## config.mk

```make
export PLATFORM = sky130hd
export DESIGN_NAME = tes_trap_seq
export DESIGN_NICKNAME = d
export VERILOG_FILES = /design/src/hdl/tes_pkg.sv /design/src/hdl/tes_trap_seq.sv /design/src/hdl/tes_frame_mem.sv /design/src/hdl/tes_cause_enc.sv
export SDC_FILE = /design/constraint.sdc
export NUM_CORES = 1
export LEC_CHECK = 0
export BUFFER_PORTS_ARGS = -buffer_cell sky130_fd_sc_hd__clkbuf_2
export CORE_UTILIZATION = 31
export DETAILED_ROUTE_END_ITERATION = 16
export PLACE_DENSITY_LB_ADDON = 0.08
export SLEW_MARGIN = 15
export SYNTH_ARGS = -nofsm -noshare
export SYNTH_HDL_FRONTEND = slang
export SYNTH_SLANG_ARGS = --single-unit
```

## constraint.sdc

```tcl
create_clock -name aclk -period 3.8 [get_ports aclk]
set_input_delay 0.57 -clock aclk [delete_from_list [all_inputs] [get_ports aclk]]
set_output_delay 0.57 -clock aclk [all_outputs]
set_load 0.03 [all_outputs]
```

## src/hdl/tes_pkg.sv

```systemverilog
// Package for the trap entry sequencer: register map, field layout,
// trap type codes and state encodings.
// Assumes one core clock domain and an AXI4-Lite register bus.
package tes_pkg;
  localparam int TL_W = 3;
  localparam int GL_W = 2;
  localparam int CWP_W = 3;
  localparam int TT_W = 9;
  localparam logic [TL_W-1:0] MAX_TL = 3'h6;
  localparam logic [TL_W-1:0] MAX_SUP_TL = 3'h2;
  localparam logic [GL_W-1:0] MAX_GL = 2'h3;
  localparam logic [CWP_W-1:0] NWIN_MAX = 3'h7;
  // Trap type codes.
  localparam logic [TT_W-1:0] TT_CLEAN = 9'h024;
  localparam logic [TT_W-1:0] TT_SPILL_LO = 9'h080;
  localparam logic [TT_W-1:0] TT_SPILL_HI = 9'h0BF;
  localparam logic [TT_W-1:0] TT_FILL_LO = 9'h0C0;
  localparam logic [TT_W-1:0] TT_FILL_HI = 9'h0FF;
  localparam logic [TT_W-1:0] TT_INV_ASI = 9'h014;
  localparam logic [TT_W-1:0] TT_PRIV_PG = 9'h015;
  localparam logic [TT_W-1:0] TT_NC_PG = 9'h016;
  localparam logic [TT_W-1:0] TT_NFO_PG = 9'h017;
  localparam logic [TT_W-1:0] TT_FEAT = 9'h02F;
  localparam logic [TT_W-1:0] TT_SIDE_PG = 9'h030;
  localparam logic [TT_W-1:0] TT_BRANCH = 9'h074;
  localparam logic [TT_W-1:0] TT_CPU_MSG = 9'h07C;
  localparam logic [TT_W-1:0] TT_DEV_MSG = 9'h07D;
  localparam logic [TT_W-1:0] TT_INT_BASE = 9'h040;
  // Processor state word bit positions.
  localparam int PS_BO = 0;
  localparam int PS_TBO = 1;
  localparam int PS_IE = 2;
  localparam int PS_SUP = 3;
  localparam int PS_AM = 4;
  localparam int PS_FPU = 5;
  localparam int PS_TOB = 6;
  localparam int PS_MM0 = 7;
  localparam int PS_W = 9;
  localparam logic [PS_W-1:0] PS_RESET = 9'h00C;
  // Register byte offsets.
  localparam logic [7:0] A_CTRL = 8'h00;
  localparam logic [7:0] A_STATUS = 8'h04;
  localparam logic [7:0] A_TBA_LO = 8'h08;
  localparam logic [7:0] A_TBA_HI = 8'h0C;
  localparam logic [7:0] A_FRAME_SEL = 8'h10;
  localparam logic [7:0] A_FR_PCLO = 8'h14;
  localparam logic [7:0] A_FR_NPCLO = 8'h18;
  localparam logic [7:0] A_FR_MISC = 8'h1C;
  localparam logic [7:0] A_VEC_LO = 8'h20;
  localparam logic [7:0] A_VEC_HI = 8'h24;
  localparam logic [1:0] RESP_OK = 2'h0;
  localparam logic [1:0] RESP_ERR = 2'h2;
  typedef enum logic [1:0] {
    ST_IDLE = 2'h0,
    ST_WRITE = 2'h1,
    ST_DONE = 2'h3
  } tes_state_t;
endpackage : tes_pkg

```

## src/hdl/tes_trap_seq.sv

```systemverilog
// Trap entry sequencer top: pushes a trap frame, updates processor
// state and forms the vector. Assumes the pipeline holds its request
// until trap_done and stalls while busy; registers via AXI4-Lite.
// How it works
// - Trap entry increments trap level first.
// - Save bank, codes, space, state, window.
// - Save pc and next pc, masked.
// - Record trap type code in one register, not per level.
// - Advance bank index, saturating at maximum.
// - Force fixed processor state bits on entry.
// - Adjust window pointer for window traps.
// - Other traps leave window pointer alone.
// - Vector from base, level bit, type.
// - No interrupts while interrupt enable clear.
// - Frame n changes only trapping from n-1.
// - Clean-window trap on dirty next window.
// - Branch trap saves branch address, next pc.
// - Branch trap delivered privileged unless hyperprivileged or new trap level above MAX_SUP_TL.
// - Processor message queue raises interrupt 07C.
// - Disabled extended instruction raises trap 02F.
// - Invalid instruction/space pairing raises 014.
// - Noncacheable special access raises trap 016.
// - Nonfaulting-only page access raises trap 017.
// - User access to privileged page raises 015.
// - Nonfaulting load to side-effect page raises 030.
// - Device message queue raises interrupt 07D.
// - Interrupt only above level, no higher exception.
`timescale 1ns/100ps
`default_nettype none
module tes_trap_seq (
  input wire logic aclk,
  input wire logic aresetn,
  // Pipeline side.
  input wire logic [11:0] cause,
  input wire logic [3:0] irq_level,
  input wire logic hyper_mode,
  input wire logic [63:0] pc,
  input wire logic [63:0] next_pc,
  input wire logic [7:0] condition_codes,
  input wire logic [7:0] address_space_id,
  input wire logic [tes_pkg::CWP_W-1:0] savable_windows,
  output logic trap_busy,
  output logic trap_done,
  output logic trap_hyper,
  output logic [63:0] vec_pc,
  output logic [63:0] vec_next_pc,
  output logic [tes_pkg::TL_W-1:0] trap_level,
  output logic [tes_pkg::GL_W-1:0] register_bank_index,
  output logic [tes_pkg::CWP_W-1:0] current_window_pointer,
  output logic [tes_pkg::PS_W-1:0] proc_state,
  // AXI4-Lite slave.
  input wire logic [7:0] s_axi_awaddr,
  input wire logic s_axi_awvalid,
  output logic s_axi_awready,
  input wire logic [31:0] s_axi_wdata,
  input wire logic [3:0] s_axi_wstrb,
  input wire logic s_axi_wvalid,
  output logic s_axi_wready,
  output logic [1:0] s_axi_bresp,
  output logic s_axi_bvalid,
  input wire logic s_axi_bready,
  input wire logic [7:0] s_axi_araddr,
  input wire logic s_axi_arvalid,
  output logic s_axi_arready,
  output logic [31:0] s_axi_rdata,
  output logic [1:0] s_axi_rresp,
  output logic s_axi_rvalid,
  input wire logic s_axi_rready
);
  import tes_pkg::*;
  localparam int FW = 31;
  typedef struct packed {
    tes_state_t st;
    logic [TT_W-1:0] tt;
    logic [TL_W-1:0] tl;
    logic [GL_W-1:0] gl;
    logic [CWP_W-1:0] cwp;
    logic [PS_W-1:0] ps;
    logic [63:0] trap_base;
    logic [63:0] vpc;
    logic [63:0] spc;
    logic [63:0] snpc;
    logic hyp;
    logic done;
    logic [TL_W-1:0] sel;
    logic aw_got;
    logic w_got;
    logic [7:0] awa;
    logic [31:0] wd;
    logic bv;
    logic rv;
    logic [31:0] rd;
    logic [1:0] rr;
    logic [1:0] br;
  } tes_regs_t;
  tes_regs_t s_r, s_nxt;
  logic enc_valid;
  logic [TT_W-1:0] enc_tt;
  logic fr_we;
  logic [FW-1:0] fr_wd, fr_rd;
  logic [TL_W-1:0] tl_inc;
  logic [CWP_W:0] cwp_sum;
  logic [TL_W-1:0] fr_addr;

  tes_cause_enc u_enc (
    .cause(cause),
    .irq_level(irq_level),
    .processor_interrupt_level(4'h0),
    .int_en(s_r.ps[PS_IE]),
    .valid(enc_valid),
    .tt(enc_tt)
  );

  // Saved frame: bank, window, codes, space, state word, one zero bit.
  tes_frame_mem #(.DW(FW), .AW(TL_W)) u_frame (
    .aclk(aclk),
    .we(fr_we),
    .waddr(fr_addr),
    .wdata(fr_wd),
    .raddr(s_r.sel),
    .rdata(fr_rd)
  );

  assign tl_inc = s_r.tl + TL_W'(1);
  assign fr_addr = (s_r.st == ST_WRITE) ? s_r.tl : s_r.sel;

  // Window sum kept one bit wider so the modulo wrap is explicit.
  always_comb begin
    cwp_sum = {1'b0, s_r.cwp};
    if (s_r.tt == TT_CLEAN) begin
      cwp_sum = {1'b0, s_r.cwp} + (CWP_W+1)'(1);
    end else if (s_r.tt >= TT_SPILL_LO && s_r.tt <= TT_SPILL_HI) begin
      cwp_sum = {1'b0, s_r.cwp} + {1'b0, savable_windows} + (CWP_W+1)'(2);
    end else if (s_r.tt >= TT_FILL_LO && s_r.tt <= TT_FILL_HI) begin
      cwp_sum = {1'b0, s_r.cwp} + {1'b0, NWIN_MAX};
    end
  end

  // Frame write happens in ST_WRITE only.
  always_comb begin
    fr_we = 1'b0;
    fr_wd = {s_r.gl, s_r.cwp, condition_codes, address_space_id,
             s_r.ps, 1'b0};
    if (s_r.st == ST_WRITE) begin
      fr_we = 1'b1;
      fr_wd = {s_r.gl, s_r.cwp, condition_codes, address_space_id,
               s_r.ps, 1'b0};
    end
  end

  // Next state: trap sequence plus the bus slave.
  always_comb begin
    logic wr_go;
    logic [63:0] v;
    wr_go = 1'b0;
    v = '0;
    s_nxt = s_r;
    s_nxt.done = 1'b0;
    case (s_r.st)
      ST_IDLE: begin
        if (enc_valid && s_r.tl != MAX_TL) begin
          s_nxt.tl = tl_inc;
          s_nxt.tt = enc_tt;
          // Branch trap keeps the branch address, not the target.
          s_nxt.spc = s_r.ps[PS_AM] ? {32'h0000_0000, pc[31:0]} : pc;
          s_nxt.snpc = s_r.ps[PS_AM] ?
                       {32'h0000_0000, next_pc[31:0]} : next_pc;
          s_nxt.st = ST_WRITE;
        end
      end
      ST_WRITE: begin
        // All visible state but trap level, saved pcs and busy flips in this one edge.
        s_nxt.gl = (s_r.gl == MAX_GL) ? MAX_GL :
                   s_r.gl + GL_W'(1);
        s_nxt.cwp = cwp_sum[CWP_W-1:0];
        s_nxt.ps[PS_FPU] = 1'b1;
        s_nxt.ps[PS_AM] = 1'b0;
        s_nxt.ps[PS_SUP] = 1'b1;
        s_nxt.ps[PS_BO] = s_r.ps[PS_TBO];
        s_nxt.ps[PS_IE] = 1'b0;
        s_nxt.ps[PS_TOB] = 1'b0;
        v = {s_r.trap_base[63:15], (s_r.tl > TL_W'(1)), s_r.tt, 5'h00};
        s_nxt.vpc = v;
        // Branch trap from hyper mode stays hyper.
        s_nxt.hyp = hyper_mode || (s_r.tl > MAX_SUP_TL);
        s_nxt.done = 1'b1;
        s_nxt.st = ST_DONE;
      end
      ST_DONE: s_nxt.st = ST_IDLE;
      default: s_nxt.st = ST_IDLE;
    endcase
    // Write channel capture in either order.
    if (s_axi_awvalid && !s_r.aw_got) begin
      s_nxt.aw_got = 1'b1;
      s_nxt.awa = s_axi_awaddr;
    end
    if (s_axi_wvalid && !s_r.w_got) begin
      s_nxt.w_got = 1'b1;
      s_nxt.wd = s_axi_wdata;
    end
    if (s_r.aw_got && s_r.w_got && !s_r.bv) begin
      wr_go = 1'b1;
      s_nxt.aw_got = 1'b0;
      s_nxt.w_got = 1'b0;
      s_nxt.bv = 1'b1;
      s_nxt.br = RESP_OK;
      case (s_r.awa)
        A_CTRL: begin
          // Ignored while a trap is taken or in flight.
          if (s_r.st == ST_IDLE && s_nxt.st == ST_IDLE) begin
            s_nxt.ps = s_r.wd[PS_W-1:0];
            s_nxt.gl = s_r.wd[16 +: GL_W];
            s_nxt.tl = s_r.wd[24 +: TL_W];
          end
        end
        A_TBA_LO: s_nxt.trap_base[31:15] = s_r.wd[31:15];
        A_TBA_HI: s_nxt.trap_base[63:32] = s_r.wd;
        A_FRAME_SEL: s_nxt.sel = s_r.wd[TL_W-1:0];
        default: s_nxt.br = RESP_ERR;
      endcase
    end
    if (s_r.bv && s_axi_bready) s_nxt.bv = 1'b0;
    if (s_axi_arvalid && !s_r.rv) begin
      s_nxt.rv = 1'b1;
      s_nxt.rr = RESP_OK;
      case (s_axi_araddr)
        A_CTRL: s_nxt.rd = {5'h00, s_r.tl, 6'h00, s_r.gl,
                            7'h00, s_r.ps};
        A_STATUS: s_nxt.rd = {22'h000000, s_r.cwp,
                              s_r.hyp, s_r.st != ST_IDLE, 5'h00};
        A_TBA_LO: s_nxt.rd = {s_r.trap_base[31:15], 15'h0000};
        A_TBA_HI: s_nxt.rd = s_r.trap_base[63:32];
        A_FRAME_SEL: s_nxt.rd = {29'h0000_0000, s_r.sel};
        A_FR_PCLO: s_nxt.rd = s_r.spc[31:0];
        A_FR_NPCLO: s_nxt.rd = s_r.snpc[31:0];
        A_FR_MISC: s_nxt.rd = {1'b0, fr_rd};
        A_VEC_LO: s_nxt.rd = s_r.vpc[31:0];
        A_VEC_HI: s_nxt.rd = s_r.vpc[63:32];
        default: begin
          s_nxt.rd = 32'h0000_0000;
          s_nxt.rr = RESP_ERR;
        end
      endcase
    end
    if (s_r.rv && s_axi_rready) s_nxt.rv = 1'b0;
    if (wr_go && s_axi_wstrb == 4'h0) s_nxt.br = RESP_OK;
  end

  // State register.
  always_ff @(posedge aclk) begin
    if (!aresetn) begin
      s_r <= '0;
      s_r.ps <= PS_RESET;
    end else begin
      s_r <= s_nxt;
    end
  end

  assign trap_busy = (s_r.st != ST_IDLE);
  assign trap_done = s_r.done;
  assign trap_hyper = s_r.hyp;
  assign vec_pc = s_r.vpc;
  assign vec_next_pc = s_r.vpc + 64'h4;
  assign trap_level = s_r.tl;
  assign register_bank_index = s_r.gl;
  assign current_window_pointer = s_r.cwp;
  assign proc_state = s_r.ps;
  assign s_axi_awready = !s_r.aw_got;
  assign s_axi_wready = !s_r.w_got;
  assign s_axi_bvalid = s_r.bv;
  assign s_axi_bresp = s_r.br;
  assign s_axi_arready = !s_r.rv;
  assign s_axi_rvalid = s_r.rv;
  assign s_axi_rdata = s_r.rd;
  assign s_axi_rresp = s_r.rr;

  // Checks kept beside the logic they guard.
  a_level_step: assert property (@(posedge aclk) disable iff (!aresetn)
    (s_r.st == ST_IDLE && s_nxt.st == ST_WRITE) |=>
    s_r.tl == $past(s_r.tl) + TL_W'(1))
    else $error("trap level did not step by one");
  a_state_forced: assert property (@(posedge aclk) disable iff (!aresetn)
    trap_done |-> proc_state[PS_SUP] && !proc_state[PS_IE] &&
    !proc_state[PS_AM] && proc_state[PS_FPU])
    else $error("processor state not forced on entry");
  a_bank_sat: assert property (@(posedge aclk) disable iff (!aresetn)
    trap_done |-> register_bank_index <= MAX_GL)
    else $error("bank index above maximum");
  a_done_timing: assert property (@(posedge aclk) disable iff (!aresetn)
    (s_r.st == ST_WRITE) |=> trap_done ##1 !trap_busy)
    else $error("entry did not finish in two cycles");
  a_vec_low: assert property (@(posedge aclk) disable iff (!aresetn)
    trap_done |-> vec_pc[4:0] == 5'h00 &&
    vec_pc[13:5] == s_r.tt)
    else $error("vector low bits wrong");
  a_ie_block: assert property (@(posedge aclk) disable iff (!aresetn)
    (!s_r.ps[PS_IE] && cause[10:8] != 3'h0 && cause[7:0] == 8'h00)
    |-> !enc_valid)
    else $error("interrupt taken while disabled");
  a_pc_mask: assert property (@(posedge aclk) disable iff (!aresetn)
    (s_r.st == ST_IDLE && s_nxt.st == ST_WRITE && s_r.ps[PS_AM])
    |=> s_r.spc[63:32] == 32'h0000_0000)
    else $error("saved pc not masked");
  a_cwp_plain: assert property (@(posedge aclk) disable iff (!aresetn)
    (s_r.st == ST_WRITE && s_r.tt < TT_SPILL_LO && s_r.tt != TT_CLEAN)
    |=> $stable(current_window_pointer))
    else $error("window pointer moved on plain trap");
endmodule : tes_trap_seq
`default_nettype wire

```

## src/hdl/tes_frame_mem.sv

```systemverilog
// Per-level trap frame memory: one word per trap level, registered read.
// Assumes writer and reader share the core clock.
`timescale 1ns/100ps
`default_nettype none
module tes_frame_mem #(
  parameter int DW = 8,
  parameter int AW = 3
) (
  input wire logic aclk,
  input wire logic we,
  input wire logic [AW-1:0] waddr,
  input wire logic [DW-1:0] wdata,
  input wire logic [AW-1:0] raddr,
  output logic [DW-1:0] rdata
);
  logic [DW-1:0] mem [2**AW];
  // Write port and registered read port; no reset needed for contents.
  always_ff @(posedge aclk) begin
    if (we) begin
      mem[waddr] <= wdata;
    end
    rdata <= mem[raddr];
  end
endmodule : tes_frame_mem
`default_nettype wire

```

## src/hdl/tes_cause_enc.sv

```systemverilog
// Exception cause encoder: turns pipeline cause flags into a trap type.
// Assumes flags come from the core clock domain, already qualified.
`timescale 1ns/100ps
`default_nettype none
module tes_cause_enc (
  input wire logic [11:0] cause,
  input wire logic [3:0] irq_level,
  input wire logic [3:0] processor_interrupt_level,
  input wire logic int_en,
  output logic valid,
  output logic [tes_pkg::TT_W-1:0] tt
);
  import tes_pkg::*;
  // Lowest index wins; interrupts come last so any exception is first.
  always_comb begin
    valid = 1'b1;
    tt = '0;
    if (cause[0]) tt = TT_INV_ASI;
    else if (cause[1]) tt = TT_PRIV_PG;
    else if (cause[2]) tt = TT_NC_PG;
    else if (cause[3]) tt = TT_NFO_PG;
    else if (cause[4]) tt = TT_FEAT;
    else if (cause[5]) tt = TT_SIDE_PG;
    else if (cause[6]) tt = TT_BRANCH;
    else if (cause[7]) tt = TT_CLEAN;
    else if (cause[8] && int_en) tt = TT_CPU_MSG;
    else if (cause[9] && int_en) tt = TT_DEV_MSG;
    else if (cause[10] && int_en && irq_level > processor_interrupt_level) begin
      tt = TT_INT_BASE | {5'h00, irq_level};
    end else valid = 1'b0;
  end
endmodule : tes_cause_enc
`default_nettype wire

```

==> results.sh <==
export IMPL_status="finished, final reports clean"
export IMPL_finalPower_mw=13.2
export IMPL_seqCellArea_um2=13400
export IMPL_path_clk_slew_ps=60
export IMPL_ff2ff_path_depth=7
export IMPL_required_ps=4360
export IMPL_max_slew_margin_pct=29.8
export IMPL_setup_ws_ps=1050
export IMPL_crit_fanout=50
export IMPL_rows=99
export IMPL_place_port_buffers=327
export IMPL_reg2reg_slack_ps=1050
export IMPL_routed_wirelength_um=76700
export IMPL_synthArstFlopShare_pct=0
export IMPL_sw_frac_of_total_pct=24.1
export IMPL_setup_viol=0
export IMPL_seq_power_share_pct=48.6
export IMPL_power_internal_mw=10.1
export IMPL_die_h_um=274
export IMPL_firstDrtPassIters=5
export IMPL_vias=15900
export IMPL_yosysWarningCount=0
export IMPL_start_util_pct=31.3
export IMPL_antenna_found_initial=2
export IMPL_post_cts_buffers=0
export IMPL_p_switching_mw=3.19
export IMPL_netlist_cell_type_count=77
export IMPL_tns_ps=0
export IMPL_r2r_end="s_r[102]"
export IMPL_numClockSinks=548
export IMPL_avgRoutedWirePerCell_um=24.1
export IMPL_power_share_clock_pct=44.8
export IMPL_htree_levels=2
export IMPL_hold_path_class="input pin to register"
export IMPL_synth_edf_count=240
export IMPL_ys_seq_elements=548
export IMPL_ir_drop_v=0.000335
export IMPL_syn_avg_cell_area_um2=11.3
export IMPL_fin_nets=2395
export IMPL_cts_tree="built"
export IMPL_hold_viol_final=0
export IMPL_holdWs_ps=130
export IMPL_fp_dieW_um=274
export IMPL_synth_ff_type="dfxtp_1"
export IMPL_syn_area_um2=22900
export IMPL_via_per_inst=5.00
export IMPL_cts_resized=0
export IMPL_multi_input_area_um2=7670
export IMPL_grt_max_degree=92
export IMPL_cp_start_kind="register"
export IMPL_cts_hold_buf=0
export IMPL_cts_buffer_depth=3
export IMPL_drv_slew=0
export IMPL_globalplace_congestion=0.822
export IMPL_pwr_share_comb_pct=6.6
export IMPL_ios=412
export IMPL_ys_seq_area_share_pct=58.5
export IMPL_r2r_start="trap_level[0]"
export IMPL_antenna_left=0
export IMPL_syn_to_final_growth_pct=15.3
export IMPL_fmax_mhz=363
export IMPL_cts_made_buffers=61
export IMPL_dpl_cell_area_um2=24300
export IMPL_grt_pass1_wl_um=109000
export IMPL_worst_pin_slew_ps=1050
export IMPL_hp_start="s_axi_rready"
export IMPL_die_area_um2=74800
export IMPL_groute_usage_overall_pct=20.1
export IMPL_grt_pass1_vias=15400
export IMPL_max_cap_violations=0
export IMPL_hpwlAfterDp_um=52100
export IMPL_worstHoldEndpoint="s_axi_rvalid"
export IMPL_final_setup_skew_ps=26.6
export IMPL_end_kind="register"
export IMPL_core_area_um2=73000
export IMPL_leakagePower_nw=9.43
export IMPL_post_route_drc_count=0
export IMPL_period_share_pct=72.5
export IMPL_gr_total_overflow=0
export IMPL_period_minus_slack_ps=2750
export IMPL_path_class="register to register"
export IMPL_clk_latency_ps=650
export IMPL_final_cell_mix="423 x nand2_1, 326 x clkbuf_2, 306 x dfxtp_1, 240 x edfxtp_1, 211 x a21oi_1"
export IMPL_layout_commonest_cell="nand2_1"
export IMPL_arrival_ps=3310
export IMPL_fillCellCount=7263
export IMPL_layout_drive_gt1_share_pct=27.9
export IMPL_clockRootBuffer="clkbuf_16"
export IMPL_powerDensity_nw_per_um2=502
export IMPL_whs_path_depth=2
export IMPL_final_area_um2=26400
export IMPL_dp_slack_ps=1020
export IMPL_netlist_instances=2025
export IMPL_rsz0062_at_grt="false"
export IMPL_drt_initial_drc_count=1233
power by group through the flow:
| stage | logic (mW) | clock network [mW] | registers, mW |
|---|---|---|---|
| floorplan | 0.529 | 0 | 6.51 |
| global placement | 0.873 | 0 | 6.57 |
| detailed placement | 0.880 | 0 | 6.57 |
| CTS | 0.883 | 6.08 | 6.45 |
| global route | 0.941 | 6.33 | 6.46 |
| finish | 0.868 | 5.93 | 6.44 |
how the worst max path moves through the flow:
| stage | startpoint | endpoint | slack (ps) |
|---|---|---|---|
| after floorplan | s_r[368] | u_frame.mem[1][0] | 180 |
| after global routing | trap_level[0] | s_r[97] | 770 |
| after CTS | trap_level[0] | s_r[102] | 1050 |
| after detailed placement | s_axi_araddr[5] | s_axi_rdata[20] | 1020 |
| after global placement | s_axi_araddr[5] | s_axi_rdata[20] | 1020 |
| final | trap_level[0] | s_r[102] | 1050 |
cell usage after synthesis (6+ instances only):
cell type,count,share of area [%]
a211oi_1,10,0.33
a21oi_1,211,4.6
a222oi_1,6,0.26
a22o_1,24,0.92
a22oi_1,38,1.2
and2_1,7,0.19
buf_1,16,0.26
buf_2,27,0.59
buf_4,181,5.9
clkbuf_1,82,1.3
dfxtp_1,308,27
edfxtp_1,240,32
inv_1,13,0.21
mux2_2,57,2.8
mux2i_1,51,2.2
mux4_2,61,6.0
nand2_1,424,7.0
nand3_1,14,0.31
nand3b_1,6,0.20
nor2_1,75,1.2
nor2b_1,7,0.19
nor3_1,21,0.46
o211ai_1,8,0.26
o21ai_0,26,0.57
o21ai_1,9,0.20
o22ai_1,14,0.38
cells by family (layout without fill, tap and decap cells):
family | Yosys count | after routing | synth area share (%)
AND/OR/NAND/NOR | 593 | 593 | 11.2
flip-flops | 548 | 548 | 58.5
AO/OA/AOI/OAI | 383 | 383 | 10.3
buffers and inverters | 323 | 501 | 8.56
multiplexers | 169 | 169 | 11.1
adder cells (fa/ha/maj) | 5 | 5 | 0.274
other | 2 | 17 | 0.0329
XOR/XNOR | 2 | 2 | 0.0767
area by class of cell:
type | count | area share (%)
Multi-Input combinational cell | 1168 | 29.1
Clock buffer | 94 | 6.82
Clock inverter | 19 | 0.868
Inverter | 14 | 0.228
Sequential cell | 548 | 50.7
Tap cell | 959 | 4.55
Antenna cell | 1 | 0.00949
Timing Repair Buffer | 374 | 7.69
registers in the layout, summed over array words and instances, names as in the netlist:
name / cells
trap_hyper: 1
s_axi_rdata: 32
s_axi_bvalid: 1
proc_state: 9
u_frame.mem: 240
s_r: 167
register_bank_index: 2
vec_pc: 57
trap_level: 3
s_axi_bresp: 1
s_axi_rvalid: 1
s_axi_rresp: 1
u_frame.rdata: 30
current_window_pointer: 3
metal layers:
| layer | GRT usage [%] | vias to the layer above | part of all wire (%) |
|---|---|---|---|
| met5 | 0 | - | 0.017 |
| met3 | 2.74 | 88 | 4.3 |
| met4 | 4.84 | 2 | 2.0 |
| li1 | - | 7332 | - |
| met1 | 27.2 | 8004 | 45 |
| met2 | 33.8 | 448 | 49 |
critical path, stage by stage, from the launching register on:
cell	delay, ps
dfxtp_1	720
inv_1	140
ha_1	280
a21oi_1	330
o21a_4	620
buf_4	340
nand2_1	80
a21oi_1	130
through the flow:
stage          cells  utilization (%)
6_report        3177             36.1
5_1_grt         3176             36.1
4_1_cts         3176             36.1
3_5_place_dp    3063             33.4
3_3_place_gp    3063             33.4
2_1_floorplan   2039                -
No activity file was read; power rests on OpenSTA's default activity.
